===== config.mk =====
export PLATFORM = sky130hd
export DESIGN_NAME = csrc_ctrl
export DESIGN_NICKNAME = d
export VERILOG_FILES = /design/src/csrc_pkg.sv /design/src/csrc_ctrl.sv
export VERILOG_INCLUDE_DIRS = /design/src
export SDC_FILE = /design/constraint.sdc
export NUM_CORES = 1
export LEC_CHECK = 0
export CAP_MARGIN = 20
export CORE_MARGIN = 2
export CORE_UTILIZATION = 28
export CTS_CLUSTER_SIZE = 14
export DETAILED_ROUTE_END_ITERATION = 7
export DONT_BUFFER_PORTS = 1
export SLEW_MARGIN = 15
export SYNTH_ARGS = -nofsm -noshare
export SYNTH_HDL_FRONTEND = slang
export SYNTH_SLANG_ARGS = --single-unit

===== constraint.sdc =====
create_clock -name pclk -period 2.7 [get_ports pclk]
set_input_delay 0 -clock pclk [delete_from_list [all_inputs] [get_ports pclk]]
set_output_delay 0 -clock pclk [all_outputs]
set_load 0.03 [all_outputs]

===== src/csrc_map.svh =====
// Register offsets, field positions, reset values and bit positions
`ifndef CSRC_MAP_SVH
`define CSRC_MAP_SVH
// ********************************************************************
// Register map (byte addresses)
// ********************************************************************
`define CSRC_OFS_CTRL        12'h000
`define CSRC_OFS_MASK        12'h004
`define CSRC_OFS_STATUS      12'h008
`define CSRC_OFS_COUNT       12'h00c
// ********************************************************************
// Fields and reset values
// ********************************************************************
`define CSRC_CTRL_EN         0
`define CSRC_CTRL_MKINV      1
`define CSRC_CTRL_SHDATA     2
`define CSRC_CTRL_RST        3'h1
`define CSRC_MASK_RST        4'hf
`define CSRC_ST_BUSY         0
`define CSRC_ST_RESP_LO      1
`define CSRC_ST_RESP_HI      4
// ********************************************************************
// Snoop and read response bits
// ********************************************************************
`define CSRC_CR_DT           0
`define CSRC_CR_PD           2
`define CSRC_CR_IS           3
`define CSRC_CR_WU           4
`define CSRC_RR_PD           2
`define CSRC_RR_IS           3
`define CSRC_BRESP_OKAY      2'h0
`define CSRC_RESP_OKAY       2'h0
`define CSRC_LAST_MID        2'h3
`endif


===== src/csrc_pkg.sv =====
// Types shared by the snoop and response controller
package csrc_pkg;
  // Transactions from an initiating master
  typedef enum logic [4:0] {
    TX_READ_NO_SNOOP, TX_READ_ONCE, TX_READ_CLEAN, TX_READ_NSD,
    TX_READ_SHARED, TX_READ_UNIQUE, TX_CLEAN_UNIQUE, TX_MAKE_UNIQUE,
    TX_CLEAN_SHARED, TX_CLEAN_INVALID, TX_MAKE_INVALID,
    TX_WRITE_NO_SNOOP, TX_WRITE_UNIQUE, TX_WRITE_LINE_UNIQUE,
    TX_WRITE_BACK, TX_WRITE_CLEAN, TX_WRITE_EVICT, TX_EVICT
  } csrc_txn_e;
  // Snoop requests sent to cached masters
  typedef enum logic [2:0] {
    SN_READ_ONCE, SN_READ_CLEAN, SN_READ_NSD, SN_READ_SHARED,
    SN_READ_UNIQUE, SN_CLEAN_INVALID, SN_MAKE_INVALID, SN_CLEAN_SHARED
  } csrc_snoop_e;
  // Line state the snooped cache must end in
  typedef enum logic [1:0] {
    END_NONE, END_SHARED_OR_INV, END_CLEAN_OR_INV, END_INVALID
  } csrc_end_e;
  // Controller states
  typedef enum logic [3:0] {
    ST_IDLE, ST_PICK, ST_SNOOP, ST_WAITCR, ST_DONE, ST_MEMUPD,
    ST_DOWN, ST_WAITB, ST_RRESP, ST_BRESP
  } csrc_state_e;
  typedef struct packed {
    csrc_txn_e   txn;
    logic [1:0]  src;
    logic [31:0] addr;
  } csrc_req_s;
  typedef struct packed {
    csrc_snoop_e snoop;
    csrc_end_e   need;
    logic [1:0]  target;
    logic [31:0] addr;
  } csrc_snp_s;
endpackage


===== src/csrc_ctrl.sv =====
// Coherent snoop sequencing and response combining controller
//
// Summary of operation
// - Every accepted transaction gets a read or write response.
// - Cached masters are snooped one after another, never together.
// - Snoop type may differ between masters of one transaction.
// - Sequential snooping allows extra snoop types for unique kinds.
// - After a dirty hand-over, later unique snoops may be MakeInvalid.
// - Snoop type makes each cache end Shared, Clean or Invalid as needed.
// - IsShared is computed for shareable reads only after snooping ends.
// - WasUnique with IsShared gives IsShared set.
// - WasUnique without IsShared gives IsShared clear.
// - Without WasUnique, any snoop IsShared gives IsShared set.
// - Without WasUnique, no IsShared and no data gives IsShared clear.
// - Without WasUnique, data but no IsShared gives clear by default.
// - Dirty snoop data with no memory update sets PassDirty.
// - Each transaction returns only its permitted response bits.
// - ReadNotSharedDirty never returns IsShared with PassDirty.
// - Extra coherency bits travel only on the read response.
// - Forwarded writes return the downstream write response.
// - Evict is not forwarded and is answered OKAY locally.
// - WasUnique is snoop response bit 4, PassDirty bit 2.
// - The initiating master is never snooped.
//
// Implementation choices: the address map and register access over APB.
`timescale 1ns/1ps
`include "csrc_map.svh"

module csrc_ctrl (
  // Clock and reset
  input  wire logic                pclk,
  input  wire logic                presetn,
  // APB register slave
  input  wire logic [11:0]         paddr,
  input  wire logic                psel,
  input  wire logic                penable,
  input  wire logic                pwrite,
  input  wire logic [31:0]         pwdata,
  output logic      [31:0]         prdata,
  output logic                     pready,
  output logic                     pslverr,
  // Initiating master request
  input  wire logic                req_valid,
  output logic                     req_ready,
  input  wire csrc_pkg::csrc_req_s req,
  // Snoop request and snoop response
  output logic                     ac_valid,
  input  wire logic                ac_ready,
  output csrc_pkg::csrc_snp_s      ac,
  input  wire logic                cr_valid,
  output logic                     cr_ready,
  input  wire logic [4:0]          cr_resp,
  // Read response to the initiator
  output logic                     r_valid,
  input  wire logic                r_ready,
  output logic      [3:0]          r_resp,
  // Write response to the initiator
  output logic                     b_valid,
  input  wire logic                b_ready,
  output logic      [1:0]          b_resp,
  // Downstream write forwarding
  output logic                     dn_aw_valid,
  input  wire logic                dn_aw_ready,
  output csrc_pkg::csrc_req_s      dn_aw,
  input  wire logic                dn_b_valid,
  output logic                     dn_b_ready,
  input  wire logic [1:0]          dn_b_resp,
  // Memory update of a dirty line
  output logic                     mu_valid,
  input  wire logic                mu_ready,
  output logic      [31:0]         mu_addr
);

  // ******************************************************************
  // Decode functions
  // ******************************************************************
  // Transactions issued on the read address channel
  function automatic logic is_read(input csrc_pkg::csrc_txn_e t);
    is_read = (t <= csrc_pkg::TX_MAKE_INVALID);
  endfunction

  function automatic logic needs_snoop(input csrc_pkg::csrc_txn_e t);
    needs_snoop = (t != csrc_pkg::TX_READ_NO_SNOOP) &&
                  (t <= csrc_pkg::TX_WRITE_LINE_UNIQUE) &&
                  (t != csrc_pkg::TX_WRITE_NO_SNOOP);
  endfunction

  // Kinds that may return IsShared
  function automatic logic may_share(input csrc_pkg::csrc_txn_e t);
    may_share = (t >= csrc_pkg::TX_READ_ONCE &&
                 t <= csrc_pkg::TX_READ_SHARED) ||
                (t == csrc_pkg::TX_CLEAN_SHARED);
  endfunction

  // Kinds that may return PassDirty
  function automatic logic may_dirty(input csrc_pkg::csrc_txn_e t);
    may_dirty = (t == csrc_pkg::TX_READ_NSD) ||
                (t == csrc_pkg::TX_READ_SHARED) ||
                (t == csrc_pkg::TX_READ_UNIQUE);
  endfunction

  // Kinds that may switch to MakeInvalid after a dirty hand-over
  function automatic logic mkinv_ok(input csrc_pkg::csrc_txn_e t);
    mkinv_ok = (t == csrc_pkg::TX_WRITE_UNIQUE) ||
               (t == csrc_pkg::TX_READ_UNIQUE) ||
               (t == csrc_pkg::TX_CLEAN_UNIQUE) ||
               (t == csrc_pkg::TX_CLEAN_INVALID);
  endfunction

  // Recommended snoop per kind; it fixes the end state of the cache
  function automatic csrc_pkg::csrc_snoop_e rec_snoop(
    input csrc_pkg::csrc_txn_e t);
    unique case (t)
      csrc_pkg::TX_READ_ONCE:         rec_snoop = csrc_pkg::SN_READ_ONCE;
      csrc_pkg::TX_READ_CLEAN:        rec_snoop = csrc_pkg::SN_READ_CLEAN;
      csrc_pkg::TX_READ_NSD:          rec_snoop = csrc_pkg::SN_READ_NSD;
      csrc_pkg::TX_READ_SHARED:       rec_snoop = csrc_pkg::SN_READ_SHARED;
      csrc_pkg::TX_READ_UNIQUE:       rec_snoop = csrc_pkg::SN_READ_UNIQUE;
      csrc_pkg::TX_CLEAN_SHARED:      rec_snoop = csrc_pkg::SN_CLEAN_SHARED;
      csrc_pkg::TX_MAKE_UNIQUE,
      csrc_pkg::TX_MAKE_INVALID,
      csrc_pkg::TX_WRITE_LINE_UNIQUE: rec_snoop = csrc_pkg::SN_MAKE_INVALID;
      default:                        rec_snoop = csrc_pkg::SN_CLEAN_INVALID;
    endcase
  endfunction

  function automatic csrc_pkg::csrc_end_e need_state(
    input csrc_pkg::csrc_txn_e t);
    if (!needs_snoop(t) || t == csrc_pkg::TX_READ_ONCE)
      need_state = csrc_pkg::END_NONE;
    else if (t <= csrc_pkg::TX_READ_SHARED)
      need_state = csrc_pkg::END_SHARED_OR_INV;
    else if (t == csrc_pkg::TX_CLEAN_SHARED)
      need_state = csrc_pkg::END_CLEAN_OR_INV;
    else
      need_state = csrc_pkg::END_INVALID;
  endfunction

  // ******************************************************************
  // Registers and state
  // ******************************************************************
  csrc_pkg::csrc_state_e state_r;
  csrc_pkg::csrc_req_s   req_r;
  csrc_pkg::csrc_snp_s   ac_r;
  logic [2:0]            ctrl_r;
  logic [3:0]            mask_r;
  logic [31:0]           count_r;
  logic [31:0]           prdata_r;
  logic [1:0]            idx_r;
  logic                  wu_r, wu_is_r, is_r, dt_r, pd_r, done_r;
  logic [3:0]            r_resp_r;
  logic [1:0]            b_resp_r;
  logic                  mu_need_r;
  logic                  eligible, stop, is_fin, pd_fin;
  logic                  apb_wr, apb_rd, mapped;

  // Target is present and is not the initiator
  assign eligible = mask_r[idx_r] && (idx_r != req_r.src);

  // Early stop: copy obtained, unique holder found, or dirty clean
  assign stop = cr_resp[`CSRC_CR_WU] ||
    (cr_resp[`CSRC_CR_DT] && req_r.txn >= csrc_pkg::TX_READ_ONCE &&
     req_r.txn <= csrc_pkg::TX_READ_SHARED) ||
    (cr_resp[`CSRC_CR_PD] && req_r.txn == csrc_pkg::TX_CLEAN_SHARED);

  // IsShared from the gathered snoop answers; the lean choice is kept
  // unless software asks to report sharing whenever data moved and no snoop returned WasUnique
  assign is_fin = may_share(req_r.txn) &&
    (wu_r ? wu_is_r :
     (is_r || (ctrl_r[`CSRC_CTRL_SHDATA] && dt_r)));

  // PassDirty only where allowed; shared NSD pushes to memory instead
  assign pd_fin = pd_r && may_dirty(req_r.txn) &&
    !(req_r.txn == csrc_pkg::TX_READ_NSD && is_fin);

  // ******************************************************************
  // Transaction sequencer
  // ******************************************************************
  // One snoop outstanding at a time, walking masters by index
  always_ff @(posedge pclk or negedge presetn)
    if (!presetn)
    begin
      state_r <= csrc_pkg::ST_IDLE;
      idx_r   <= 2'h0;
      done_r  <= 1'b0;
    end
    else
    begin
      unique case (state_r)
        csrc_pkg::ST_IDLE:
          if (req_valid && req_ready)
          begin
            idx_r  <= 2'h0;
            done_r <= 1'b0;
            if (needs_snoop(req.txn))
              state_r <= csrc_pkg::ST_PICK;
            else if (is_read(req.txn))
              state_r <= csrc_pkg::ST_RRESP;
            else if (req.txn == csrc_pkg::TX_EVICT)
              state_r <= csrc_pkg::ST_BRESP;
            else
              state_r <= csrc_pkg::ST_DOWN;
          end
        csrc_pkg::ST_PICK:
          if (eligible)
            state_r <= csrc_pkg::ST_SNOOP;
          else if (idx_r == `CSRC_LAST_MID)
            state_r <= csrc_pkg::ST_DONE;
          else
            idx_r <= idx_r + 2'h1;
        csrc_pkg::ST_SNOOP:
          if (ac_ready)
            state_r <= csrc_pkg::ST_WAITCR;
        csrc_pkg::ST_WAITCR:
          if (cr_valid)
          begin
            if (stop || idx_r == `CSRC_LAST_MID)
              state_r <= csrc_pkg::ST_DONE;
            else
            begin
              idx_r   <= idx_r + 2'h1;
              state_r <= csrc_pkg::ST_PICK;
            end
          end
        csrc_pkg::ST_DONE:
        begin
          done_r <= 1'b1;
          if (pd_r && !pd_fin)
            state_r <= csrc_pkg::ST_MEMUPD;
          else if (is_read(req_r.txn))
            state_r <= csrc_pkg::ST_RRESP;
          else
            state_r <= csrc_pkg::ST_DOWN;
        end
        csrc_pkg::ST_MEMUPD:
          if (mu_ready)
            state_r <= is_read(req_r.txn) ? csrc_pkg::ST_RRESP
                                          : csrc_pkg::ST_DOWN;
        csrc_pkg::ST_DOWN:
          if (dn_aw_ready)
            state_r <= csrc_pkg::ST_WAITB;
        csrc_pkg::ST_WAITB:
          if (dn_b_valid)
            state_r <= csrc_pkg::ST_BRESP;
        csrc_pkg::ST_RRESP:
          if (r_ready)
            state_r <= csrc_pkg::ST_IDLE;
        csrc_pkg::ST_BRESP:
          if (b_ready)
            state_r <= csrc_pkg::ST_IDLE;
      endcase
    end

  // Request capture and snoop descriptor build
  always_ff @(posedge pclk or negedge presetn)
    if (!presetn)
    begin
      req_r <= '0;
      ac_r  <= '0;
    end
    else if (state_r == csrc_pkg::ST_IDLE && req_valid && req_ready)
      req_r <= req;
    else if (state_r == csrc_pkg::ST_PICK && eligible)
    begin
      // Same line, but the type may change between masters
      ac_r.snoop  <= (pd_r && ctrl_r[`CSRC_CTRL_MKINV] &&
                      mkinv_ok(req_r.txn)) ? csrc_pkg::SN_MAKE_INVALID
                     : rec_snoop(req_r.txn);
      ac_r.need   <= need_state(req_r.txn);
      ac_r.target <= idx_r;
      ac_r.addr   <= req_r.addr;
    end

  // Snoop answer accumulation
  always_ff @(posedge pclk or negedge presetn)
    if (!presetn)
    begin
      wu_r    <= 1'b0;
      wu_is_r <= 1'b0;
      is_r    <= 1'b0;
      dt_r    <= 1'b0;
      pd_r    <= 1'b0;
    end
    else if (state_r == csrc_pkg::ST_IDLE)
    begin
      wu_r    <= 1'b0;
      wu_is_r <= 1'b0;
      is_r    <= 1'b0;
      dt_r    <= 1'b0;
      pd_r    <= 1'b0;
    end
    else if (state_r == csrc_pkg::ST_WAITCR && cr_valid)
    begin
      if (cr_resp[`CSRC_CR_WU])
      begin
        wu_r    <= 1'b1;
        wu_is_r <= cr_resp[`CSRC_CR_IS];
      end
      is_r <= is_r | cr_resp[`CSRC_CR_IS];
      dt_r <= dt_r | cr_resp[`CSRC_CR_DT];
      pd_r <= pd_r | cr_resp[`CSRC_CR_PD];
    end

  // Response words; registered so the channels see stable data
  always_ff @(posedge pclk or negedge presetn)
    if (!presetn)
    begin
      r_resp_r  <= 4'h0;
      b_resp_r  <= `CSRC_BRESP_OKAY;
      mu_need_r <= 1'b0;
    end
    else if (state_r == csrc_pkg::ST_IDLE && req_valid && req_ready)
    begin
      r_resp_r  <= 4'h0;
      b_resp_r  <= `CSRC_BRESP_OKAY;
      mu_need_r <= 1'b0;
    end
    else if (state_r == csrc_pkg::ST_DONE)
    begin
      r_resp_r  <= {is_fin, pd_fin, `CSRC_RESP_OKAY};
      mu_need_r <= pd_r && !pd_fin;
    end
    else if (state_r == csrc_pkg::ST_WAITB && dn_b_valid)
      b_resp_r <= dn_b_resp;

  // ******************************************************************
  // Channel outputs
  // ******************************************************************
  assign req_ready   = (state_r == csrc_pkg::ST_IDLE) &&
                       ctrl_r[`CSRC_CTRL_EN];
  assign ac_valid    = (state_r == csrc_pkg::ST_SNOOP);
  assign ac          = ac_r;
  assign cr_ready    = (state_r == csrc_pkg::ST_WAITCR);
  assign r_valid     = (state_r == csrc_pkg::ST_RRESP);
  assign r_resp      = r_resp_r;
  assign b_valid     = (state_r == csrc_pkg::ST_BRESP);
  assign b_resp      = b_resp_r;
  assign dn_aw_valid = (state_r == csrc_pkg::ST_DOWN);
  assign dn_aw       = req_r;
  assign dn_b_ready  = (state_r == csrc_pkg::ST_WAITB);
  assign mu_valid    = (state_r == csrc_pkg::ST_MEMUPD);
  assign mu_addr     = req_r.addr;

  // ******************************************************************
  // APB register slave
  // ******************************************************************
  // Zero wait states; read data is latched in the setup cycle
  assign mapped  = (paddr == `CSRC_OFS_CTRL) ||
                   (paddr == `CSRC_OFS_MASK) ||
                   (paddr == `CSRC_OFS_STATUS) ||
                   (paddr == `CSRC_OFS_COUNT);
  assign apb_wr  = psel && penable && pwrite && mapped;
  assign apb_rd  = psel && !penable && !pwrite;
  assign pready  = 1'b1;
  assign pslverr = psel && penable && !mapped;
  assign prdata  = prdata_r;

  // Control and mask; changes apply at once, also to a transaction in flight
  always_ff @(posedge pclk or negedge presetn)
    if (!presetn)
    begin
      ctrl_r <= `CSRC_CTRL_RST;
      mask_r <= `CSRC_MASK_RST;
    end
    else if (apb_wr && paddr == `CSRC_OFS_CTRL)
      ctrl_r <= pwdata[2:0];
    else if (apb_wr && paddr == `CSRC_OFS_MASK)
      mask_r <= pwdata[3:0];

  // Completed transaction counter, write clears unless a completion counts in the same cycle
  always_ff @(posedge pclk or negedge presetn)
    if (!presetn)
      count_r <= 32'h0;
    else if ((r_valid && r_ready) || (b_valid && b_ready))
      count_r <= count_r + 32'h1;
    else if (apb_wr && paddr == `CSRC_OFS_COUNT)
      count_r <= 32'h0;

  // Read mux; unmapped reads return zero
  always_ff @(posedge pclk or negedge presetn)
    if (!presetn)
      prdata_r <= 32'h0;
    else if (apb_rd)
    begin
      prdata_r <= 32'h0;
      unique case (paddr)
        `CSRC_OFS_CTRL:   prdata_r[2:0] <= ctrl_r;
        `CSRC_OFS_MASK:   prdata_r[3:0] <= mask_r;
        `CSRC_OFS_STATUS:
        begin
          prdata_r[`CSRC_ST_BUSY] <= (state_r != csrc_pkg::ST_IDLE);
          prdata_r[`CSRC_ST_RESP_HI:`CSRC_ST_RESP_LO] <= r_resp_r;
        end
        `CSRC_OFS_COUNT:  prdata_r <= count_r;
        default:          prdata_r <= 32'h0;
      endcase
    end

  // ******************************************************************
  // Assertions
  // ******************************************************************
  evict_okay_a: assert property (@(posedge pclk) disable iff (!presetn)
    b_valid && req_r.txn == csrc_pkg::TX_EVICT |->
      b_resp == `CSRC_BRESP_OKAY)
    else $error("evict answer not OKAY");

  evict_local_a: assert property (@(posedge pclk) disable iff (!presetn)
    req_valid && req_ready && req.txn == csrc_pkg::TX_EVICT |=>
      b_valid && !dn_aw_valid)
    else $error("evict not answered locally");

  no_self_a: assert property (@(posedge pclk) disable iff (!presetn)
    ac_valid |-> ac.target != req_r.src && mask_r[ac.target])
    else $error("snoop sent to initiator");

  nsd_combo_a: assert property (@(posedge pclk) disable iff (!presetn)
    r_valid && req_r.txn == csrc_pkg::TX_READ_NSD |->
      !(r_resp[`CSRC_RR_IS] && r_resp[`CSRC_RR_PD]))
    else $error("NSD returned shared dirty");

  bits_ok_a: assert property (@(posedge pclk) disable iff (!presetn)
    r_valid |-> (may_share(req_r.txn) || !r_resp[`CSRC_RR_IS]) &&
      (may_dirty(req_r.txn) || !r_resp[`CSRC_RR_PD]))
    else $error("response bit not permitted");

  mkinv_use_a: assert property (@(posedge pclk) disable iff (!presetn)
    $rose(ac_valid) && pd_r && ctrl_r[`CSRC_CTRL_MKINV] &&
      mkinv_ok(req_r.txn) |->
      ac.snoop == csrc_pkg::SN_MAKE_INVALID)
    else $error("MakeInvalid not used after dirty");

  end_state_a: assert property (@(posedge pclk) disable iff (!presetn)
    ac_valid |-> ac.need == need_state(req_r.txn))
    else $error("wrong end state requested");

  after_snoop_a: assert property (@(posedge pclk) disable iff (!presetn)
    r_valid && needs_snoop(req_r.txn) |-> done_r && !cr_ready)
    else $error("read answered before snooping ended");

  wu_shared_a: assert property (@(posedge pclk) disable iff (!presetn)
    r_valid && wu_r && wu_is_r && may_share(req_r.txn) |->
      r_resp[`CSRC_RR_IS])
    else $error("unique shared snoop not reported");

  any_shared_a: assert property (@(posedge pclk) disable iff (!presetn)
    r_valid && !wu_r && is_r && may_share(req_r.txn) |->
      r_resp[`CSRC_RR_IS])
    else $error("shared snoop not reported");

  none_shared_a: assert property (@(posedge pclk) disable iff (!presetn)
    r_valid && !wu_r && !is_r && !dt_r |-> !r_resp[`CSRC_RR_IS])
    else $error("IsShared set without cause");

  dirty_pass_a: assert property (@(posedge pclk) disable iff (!presetn)
    r_valid && pd_r && !mu_need_r && may_dirty(req_r.txn) |->
      r_resp[`CSRC_RR_PD])
    else $error("PassDirty dropped");

  wr_pass_a: assert property (@(posedge pclk) disable iff (!presetn)
    dn_b_valid && dn_b_ready |=> b_valid && b_resp == $past(dn_b_resp))
    else $error("write response not forwarded");

  ac_hold_a: assert property (@(posedge pclk) disable iff (!presetn)
    ac_valid && !ac_ready |=> ac_valid && $stable(ac))
    else $error("snoop request changed while pending");

endmodule


==> results.sh, run 1 <==
export IMPL_post_cts_resized=0
export IMPL_fin_area_um2=9270
export IMPL_slowest_stage="dlygate4sd3_1"
export IMPL_area_growth_pct=17.5
export IMPL_synth_mux_area_share_pct=15.0
export IMPL_synthAdderAreaFrac_pct=1.24
export IMPL_clockBufferDepth=2
export IMPL_path_cells="buf_4 -> nor2b_1 -> and3_1 -> nand2_1 -> mux2i_1 -> dlygate4sd3_1 -> nor2_1"
export IMPL_initial_core_util_pct=28.4
export IMPL_fin_nets=827
export IMPL_post_route_period_util_pct=93.4
export IMPL_worstPathArrival_ns=2.83
export IMPL_power_w=0.00633
export IMPL_synth_edf_count=0
export IMPL_synth_simple_area_share_pct=12.9
export IMPL_clk_pin_slew_ns=0.08
export IMPL_slowest_delay_ns=0.58
export IMPL_outcome="finished, violations left"
export IMPL_cts_hold_buf=59
export IMPL_grt_max_degree=165
export IMPL_dieArea_um2=29600
export IMPL_numPortBuffers=0
export IMPL_ys_warn_count=0
export IMPL_synthesis_area_um2=7890
export IMPL_synthArstFlopShare_pct=100
export IMPL_synth_top_family_by_area="multiplexers"
export IMPL_synth_seq_cells=164
export IMPL_drtIter0Drc=251
export IMPL_cts_setup_buffers=0
export IMPL_critical_path_required_ns=3.01
export IMPL_drv_cap=0
export IMPL_drive_gt1_share_pct=21.0
export IMPL_grt_pass1_vias=5494
export IMPL_path_buf_inv=2
export IMPL_vias=5410
export IMPL_die_y_um=172
export IMPL_final_cell_mix="dfrtp_1, mux2_2, dlygate4sd3_1, nand2_1, nor2_1"
export IMPL_grt_usage_pct=13.7
export IMPL_fp_dieW_um=172
export IMPL_fin_skew_ns=0.0159
export IMPL_avgSynthCellArea_um2=11.5
export IMPL_setup_tns_ns=0
export IMPL_cts_tree="built"
export IMPL_syn_inst=689
export IMPL_cp_start_kind="flop"
export IMPL_gp_congestion=0.802
export IMPL_tightestPinTransition_ns=0.761
export IMPL_dp_slack_ns=0.326
export IMPL_r2r_start="state_r[2]$_DFFE_PN0P_"
export IMPL_setup_viol=0
export IMPL_detail_route_vias_per_cell=4.88
export IMPL_grt_antenna_before_repair=0
export IMPL_remaining_drc_errors=0
export IMPL_io_pins=261
export IMPL_ir_drop_mv=0.273
export IMPL_dpl_hpwl_mm=13.6
export IMPL_violations="hold timing"
export IMPL_min_path_type="input pin to async pin"
export IMPL_rr_worst_depth=7
export IMPL_ys_seq_area_share_pct=52.1
export IMPL_setup_ws_ns=0.177
export IMPL_clock_latency_ns=0.43
export IMPL_cp_max_fo=9
export IMPL_fill_cells=2861
export IMPL_final_core_util_pct=33.4
export IMPL_max_freq_ghz=0.396
export IMPL_grt_pass1_wl_mm=30.9
export IMPL_finalHoldViolations=164
export IMPL_first_pass_iters=4
export IMPL_rows=61
export IMPL_routedWlPerCell_um=17.9
export IMPL_final_common_cell="dfrtp_1"
export IMPL_synth_compound_area_share_pct=11.4
export IMPL_clock_sinks=164
export IMPL_htreeDepth=4
export IMPL_slew_headroom_pct=49.1
export IMPL_cts_buffers=17
export IMPL_whs_ns=-0.743
export IMPL_fp_coreArea_um2=27800
export IMPL_grt_overflow_total=0
export IMPL_slew_violations=0
export IMPL_synth_ff_type="dfrtp_1"
export IMPL_wl_mm=19.8
export IMPL_leakagePower_nw=4.33
export IMPL_root_buffer="clkbuf_16"
export IMPL_antennaDiodeCount=0
export IMPL_ant_nets=0
export IMPL_cp_end_kind="flop"
export IMPL_p_per_area_nw_per_um2=683
export IMPL_ff2ff_setup_slack_ns=0.18
export IMPL_rsz0062_at_grt="false"
export IMPL_path_class="flop to flop"
export IMPL_placed_cell_area_um2=8100
export IMPL_period_minus_slack_ns=2.52
export IMPL_synthXorXnorAreaFrac_pct=0.888
export IMPL_cp_top_family="simple AND/OR/NAND/NOR gates"
export IMPL_synthDistinctLibCells=67
export IMPL_r2r_end="b_resp[1]$_DFFE_PN0P_"
[area by class of cell]
cell class              instances  area [um2]  area share, %
flip-flops and latches        164        4110           44.3
well taps                     378         473           5.10
multi-input cells             440        3280           35.4
clock inverters                14         149           1.61
repair buffers                 78         758           8.18
clock buffers                  18         439           4.74
inverters                      16        60.1          0.648
[cell families (layout without fill, tap and decap cells)]
| group | after synthesis | in the layout |
|---|---|---|
| and+or+nand+nor | 187 | 187 |
| DFF | 164 | 164 |
| AOI/OAI and AO/OA | 127 | 127 |
| muxes | 107 | 107 |
| buffers and inverters | 86 | 126 |
| adders and majority gates | 8 | 8 |
| xor gates and xnor gates | 8 | 8 |
| other | 2 | 3 |
[worst register-to-register path: stages (launching register included)]
cell,delay (ns)
dfrtp_1,0.55
buf_4,0.23
nor2b_1,0.46
and3_1,0.26
nand2_1,0.10
mux2i_1,0.17
dlygate4sd3_1,0.58
nor2_1,0.04
[routing by layer]
| metal | global-route usage [%] | vias to the layer above | wire length, um |
|---|---|---|---|
| li1 | - | 2528 | - |
| met1 | 16.4 | 2664 | 8190 |
| met2 | 22.2 | 198 | 9530 |
| met3 | 5.84 | 20 | 1850 |
| met4 | 4.42 | 0 | 263 |
| met5 | 0 | - | 0 |
[through the flow]
step | hold slack (ns) | std cells
after floorplan | -0.296 | 690
after global placement | -0.292 | 1017
after detailed placement | -0.292 | 1017
after CTS | -0.761 | 1108
after global routing | -0.774 | 1108
final | -0.743 | 1108
[flip-flops by register name, summed over array words and instances, names as in the netlist]
signal and flops:
ctrl_r 3, mask_r 4, count_r 32, dt_r 1, wu_is_r 1, wu_r 1, mu_addr 32, is_r 1
pd_r 1, r_resp 2, dn_aw 7, state_r 4, prdata 32, idx_r 2, ac 39, b_resp 2
[cells in the mapped netlist (all sizes together), types with 6 or more instances]
cell / n / area share [%]
nor4: 6 / 0.86
ha: 7 / 1.1
o31ai: 9 / 0.86
dfrtp: 159 / 50
nor2: 39 / 1.9
nand4: 12 / 0.95
mux2: 80 / 11
and3: 13 / 1.0
nor3: 12 / 0.82
o21ai: 27 / 1.7
a21oi: 18 / 1.1
mux2i: 26 / 3.3
o211ai: 6 / 0.57
buf: 59 / 5.1
inv: 16 / 0.76
nand2: 53 / 2.5
a31oi: 7 / 0.55
nand3: 19 / 1.2
a22o: 29 / 3.2
clkbuf: 11 / 0.52
[worst max path at each step]
| stage | startpoint | to | depth (start not counted) |
|---|---|---|---|
| floorplan | dn_aw[35]$_DFFE_PN0P_ | state_r[2]$_DFFE_PN0P_ | 7 |
| global placement | dn_aw[34]$_DFFE_PN0P_ | idx_r[0]$_DFFE_PN0P_ | 8 |
| detailed placement | dn_aw[34]$_DFFE_PN0P_ | idx_r[1]$_DFFE_PN0P_ | 8 |
| CTS | state_r[2]$_DFFE_PN0P_ | b_resp[1]$_DFFE_PN0P_ | 7 |
| global route | state_r[2]$_DFFE_PN0P_ | b_resp[1]$_DFFE_PN0P_ | 7 |
| finish | state_r[2]$_DFFE_PN0P_ | b_resp[1]$_DFFE_PN0P_ | 7 |
[where the power goes]
part | switching [W] | internal (W)
Sequential | 0.000189 | 0.00256
Combinational | 0.000649 | 0.000520
Clock | 0.00115 | 0.00127
Total | 0.00199 | 0.00434
Note: power is estimated with default switching activity, not from simulation.
==> run 2, diff against run 1 <==
--- a/config.mk
+++ b/config.mk
@@ -12,6 +12,7 @@
 export CTS_CLUSTER_SIZE = 14
 export DETAILED_ROUTE_END_ITERATION = 7
 export DONT_BUFFER_PORTS = 1
+export PLACE_DENSITY_LB_ADDON = 0.25
 export SLEW_MARGIN = 15
 export SYNTH_ARGS = -nofsm -noshare
 export SYNTH_HDL_FRONTEND = slang
==> run 2 against run 1 <==
The run still ends with hold timing left. Die area unchanged. Routed wire length rose by 0.76%. Non-clock buffer count grew 4. Global-route usage barely moved. Clock skew grew 0.00063 ns. Design area up 0.77%. Sequential power hardly changed. Register-to-register slack gained 0.20 ns. Largest cell class unchanged.
==> results.sh, run 2 (synthesis results as in run 1) <==
export IMPL_outcome="finished, violations left"
export IMPL_violations="hold timing"
export IMPL_whs_ns=-0.727
export IMPL_routedWlPerCell_um=18.0
export IMPL_cts_hold_buf=57
export IMPL_p_seq_share_pct=42.6
export IMPL_p_sw_w=0.00210
export IMPL_final_cell_mix="dfrtp_1, mux2_2, dlygate4sd3_1, nand2_1, nor2_1"
export IMPL_cts_tree="built"
export IMPL_die_y_um=172
export IMPL_io_pins=261
export IMPL_cp_start_kind="flop"
export IMPL_initial_core_util_pct=28.4
export IMPL_gp_congestion=0.790
export IMPL_detail_route_vias_per_cell=4.84
export IMPL_slew_headroom_pct=51.0
export IMPL_clockBufferDepth=2
export IMPL_drv_cap=0
export IMPL_grt_overflow_total=0
export IMPL_htreeDepth=4
export IMPL_fin_area_um2=9350
export IMPL_path_class="flop to flop"
export IMPL_setup_viol=0
export IMPL_wl_mm=20.0
export IMPL_dpl_cell_count=1023
export IMPL_grt_antenna_before_repair=1
export IMPL_drtIter0Drc=272
export IMPL_internal_power_w=0.00438
export IMPL_leakagePower_nw=4.36
export IMPL_cp_max_fo=9
export IMPL_first_pass_iters=4
export IMPL_p_comb_share_pct=18.2
export IMPL_slowest_delay_ns=0.45
export IMPL_fp_coreArea_um2=27800
export IMPL_swShare_pct=32.4
export IMPL_root_buffer="clkbuf_16"
export IMPL_slowest_stage="or4_1"
export IMPL_period_minus_slack_ns=2.32
export IMPL_setup_tns_ns=0
export IMPL_dpl_hpwl_mm=13.7
export IMPL_p_per_area_nw_per_um2=694
export IMPL_ant_nets=0
export IMPL_clock_latency_ns=0.43
export IMPL_grt_pass1_vias=5486
export IMPL_fp_dieW_um=172
export IMPL_clk_pin_slew_ns=0.08
export IMPL_power_w=0.00649
export IMPL_rows=61
export IMPL_fin_skew_ns=0.0165
export IMPL_post_cts_resized=0
export IMPL_max_freq_ghz=0.431
export IMPL_dieArea_um2=29600
export IMPL_worstPathArrival_ns=2.63
export IMPL_numPortBuffers=0
export IMPL_slew_violations=0
export IMPL_remaining_drc_errors=0
export IMPL_tightestPinTransition_ns=0.732
export IMPL_placed_cell_area_um2=8140
export IMPL_final_common_cell="dfrtp_1"
export IMPL_clock_sinks=164
export IMPL_ir_drop_mv=0.403
export IMPL_finalHoldViolations=164
export IMPL_power_clock_fraction_pct=39.2
export IMPL_grt_usage_pct=13.7
export IMPL_min_path_type="input pin to async pin"
export IMPL_rsz0062_at_grt="false"
export IMPL_largest_reg_flops=39
export IMPL_drive_gt1_share_pct=21.7
export IMPL_critical_path_required_ns=3.01
export IMPL_vias=5385
export IMPL_post_route_period_util_pct=86.0
export IMPL_area_growth_pct=18.4
export IMPL_cp_end_kind="flop"
export IMPL_cts_buffers=17
export IMPL_fin_nets=831
export IMPL_grt_pass1_wl_mm=31.2
export IMPL_cts_setup_buffers=0
export IMPL_grt_max_degree=165
export IMPL_path_cells="buf_4 -> ha_1 -> or4_1 -> nand4_1 -> a311oi_1 -> a211o_1 -> o32a_1"
export IMPL_fin_cells=1113
-- run 2: cell types whose count changed in the layout (fill, tap and decap cells not counted), moves of 2 or more --
| cell | delta |
|---|---|
| inv_8 | -3 |
| clkinv_8 | +6 |
| dlygate4sd3_1 | -2 |
| buf_4 | +6 |
-- run 2: area by class of cell --
class / count / area (um2)
Multi-Input combinational cell: 440 / 3280
Clock inverter: 15 / 206
Timing Repair Buffer: 82 / 783
Inverter: 16 / 60.1
Tap cell: 378 / 473
Antenna cell: 1 / 2.50
Fill cell: 2871 / 18400
Sequential cell: 164 / 4110
Clock buffer: 17 / 425
-- run 2: through the flow --
stage	setup slack [ns]	util, %
finish	0.379	33.6
global route	0.252	33.6
CTS	0.338	33.6
detailed placement	0.327	29.3
global placement	0.392	29.3
floorplan	0.404	-
-- run 2: power groups by stage --
stage	Clock, W	Sequential [W]	Combinational (W)
6_report	0.00254	0.00276	0.00118
5_1_grt	0.00272	0.00279	0.00131
4_1_cts	0.00264	0.00276	0.00119
3_5_place_dp	0	0.00281	0.00109
3_3_place_gp	0	0.00281	0.00108
2_1_floorplan	0	0.00273	0.000867
-- run 2: worst paths after layout --
kind	end	slack [ns]	cells after the start	from
max in group asynchronous	mask_r[0]$_DFFE_PN1P_	3.13	0	presetn
min in group pclk	prdata[0]$_DFFE_PN0P_	0.02	4	paddr[3]
min reg2reg	count_r[31]$_DFFE_PN0P_	0.49	1	count_r[31]$_DFFE_PN0P_
max reg2reg	state_r[2]$_DFFE_PN0P_	0.38	7	dn_aw[34]$_DFFE_PN0P_
min	count_r[2]$_DFFE_PN0P_	-0.73	0	presetn
max	state_r[2]$_DFFE_PN0P_	0.38	7	dn_aw[34]$_DFFE_PN0P_
-- run 2: metal layers --
layer | vias up | share of wire, % | GRT usage (%)
met1 | 2656 | 42 | 17.1
li1 | 2538 | - | -
met5 | - | 0 | 0
met3 | 16 | 8.0 | 4.78
met2 | 175 | 49 | 22.8
met4 | 0 | 1.0 | 3.25
-- run 2: worst max-delay path: cells and delay by family (launching register included) --
family	cells	cell delay (ns)
AND/OR/NAND/NOR	2	0.60
flip-flops	1	0.38
buffers and inverters	1	0.20
AO/OA/AOI/OAI	3	0.72
adder cells (fa/ha/maj)	1	0.30
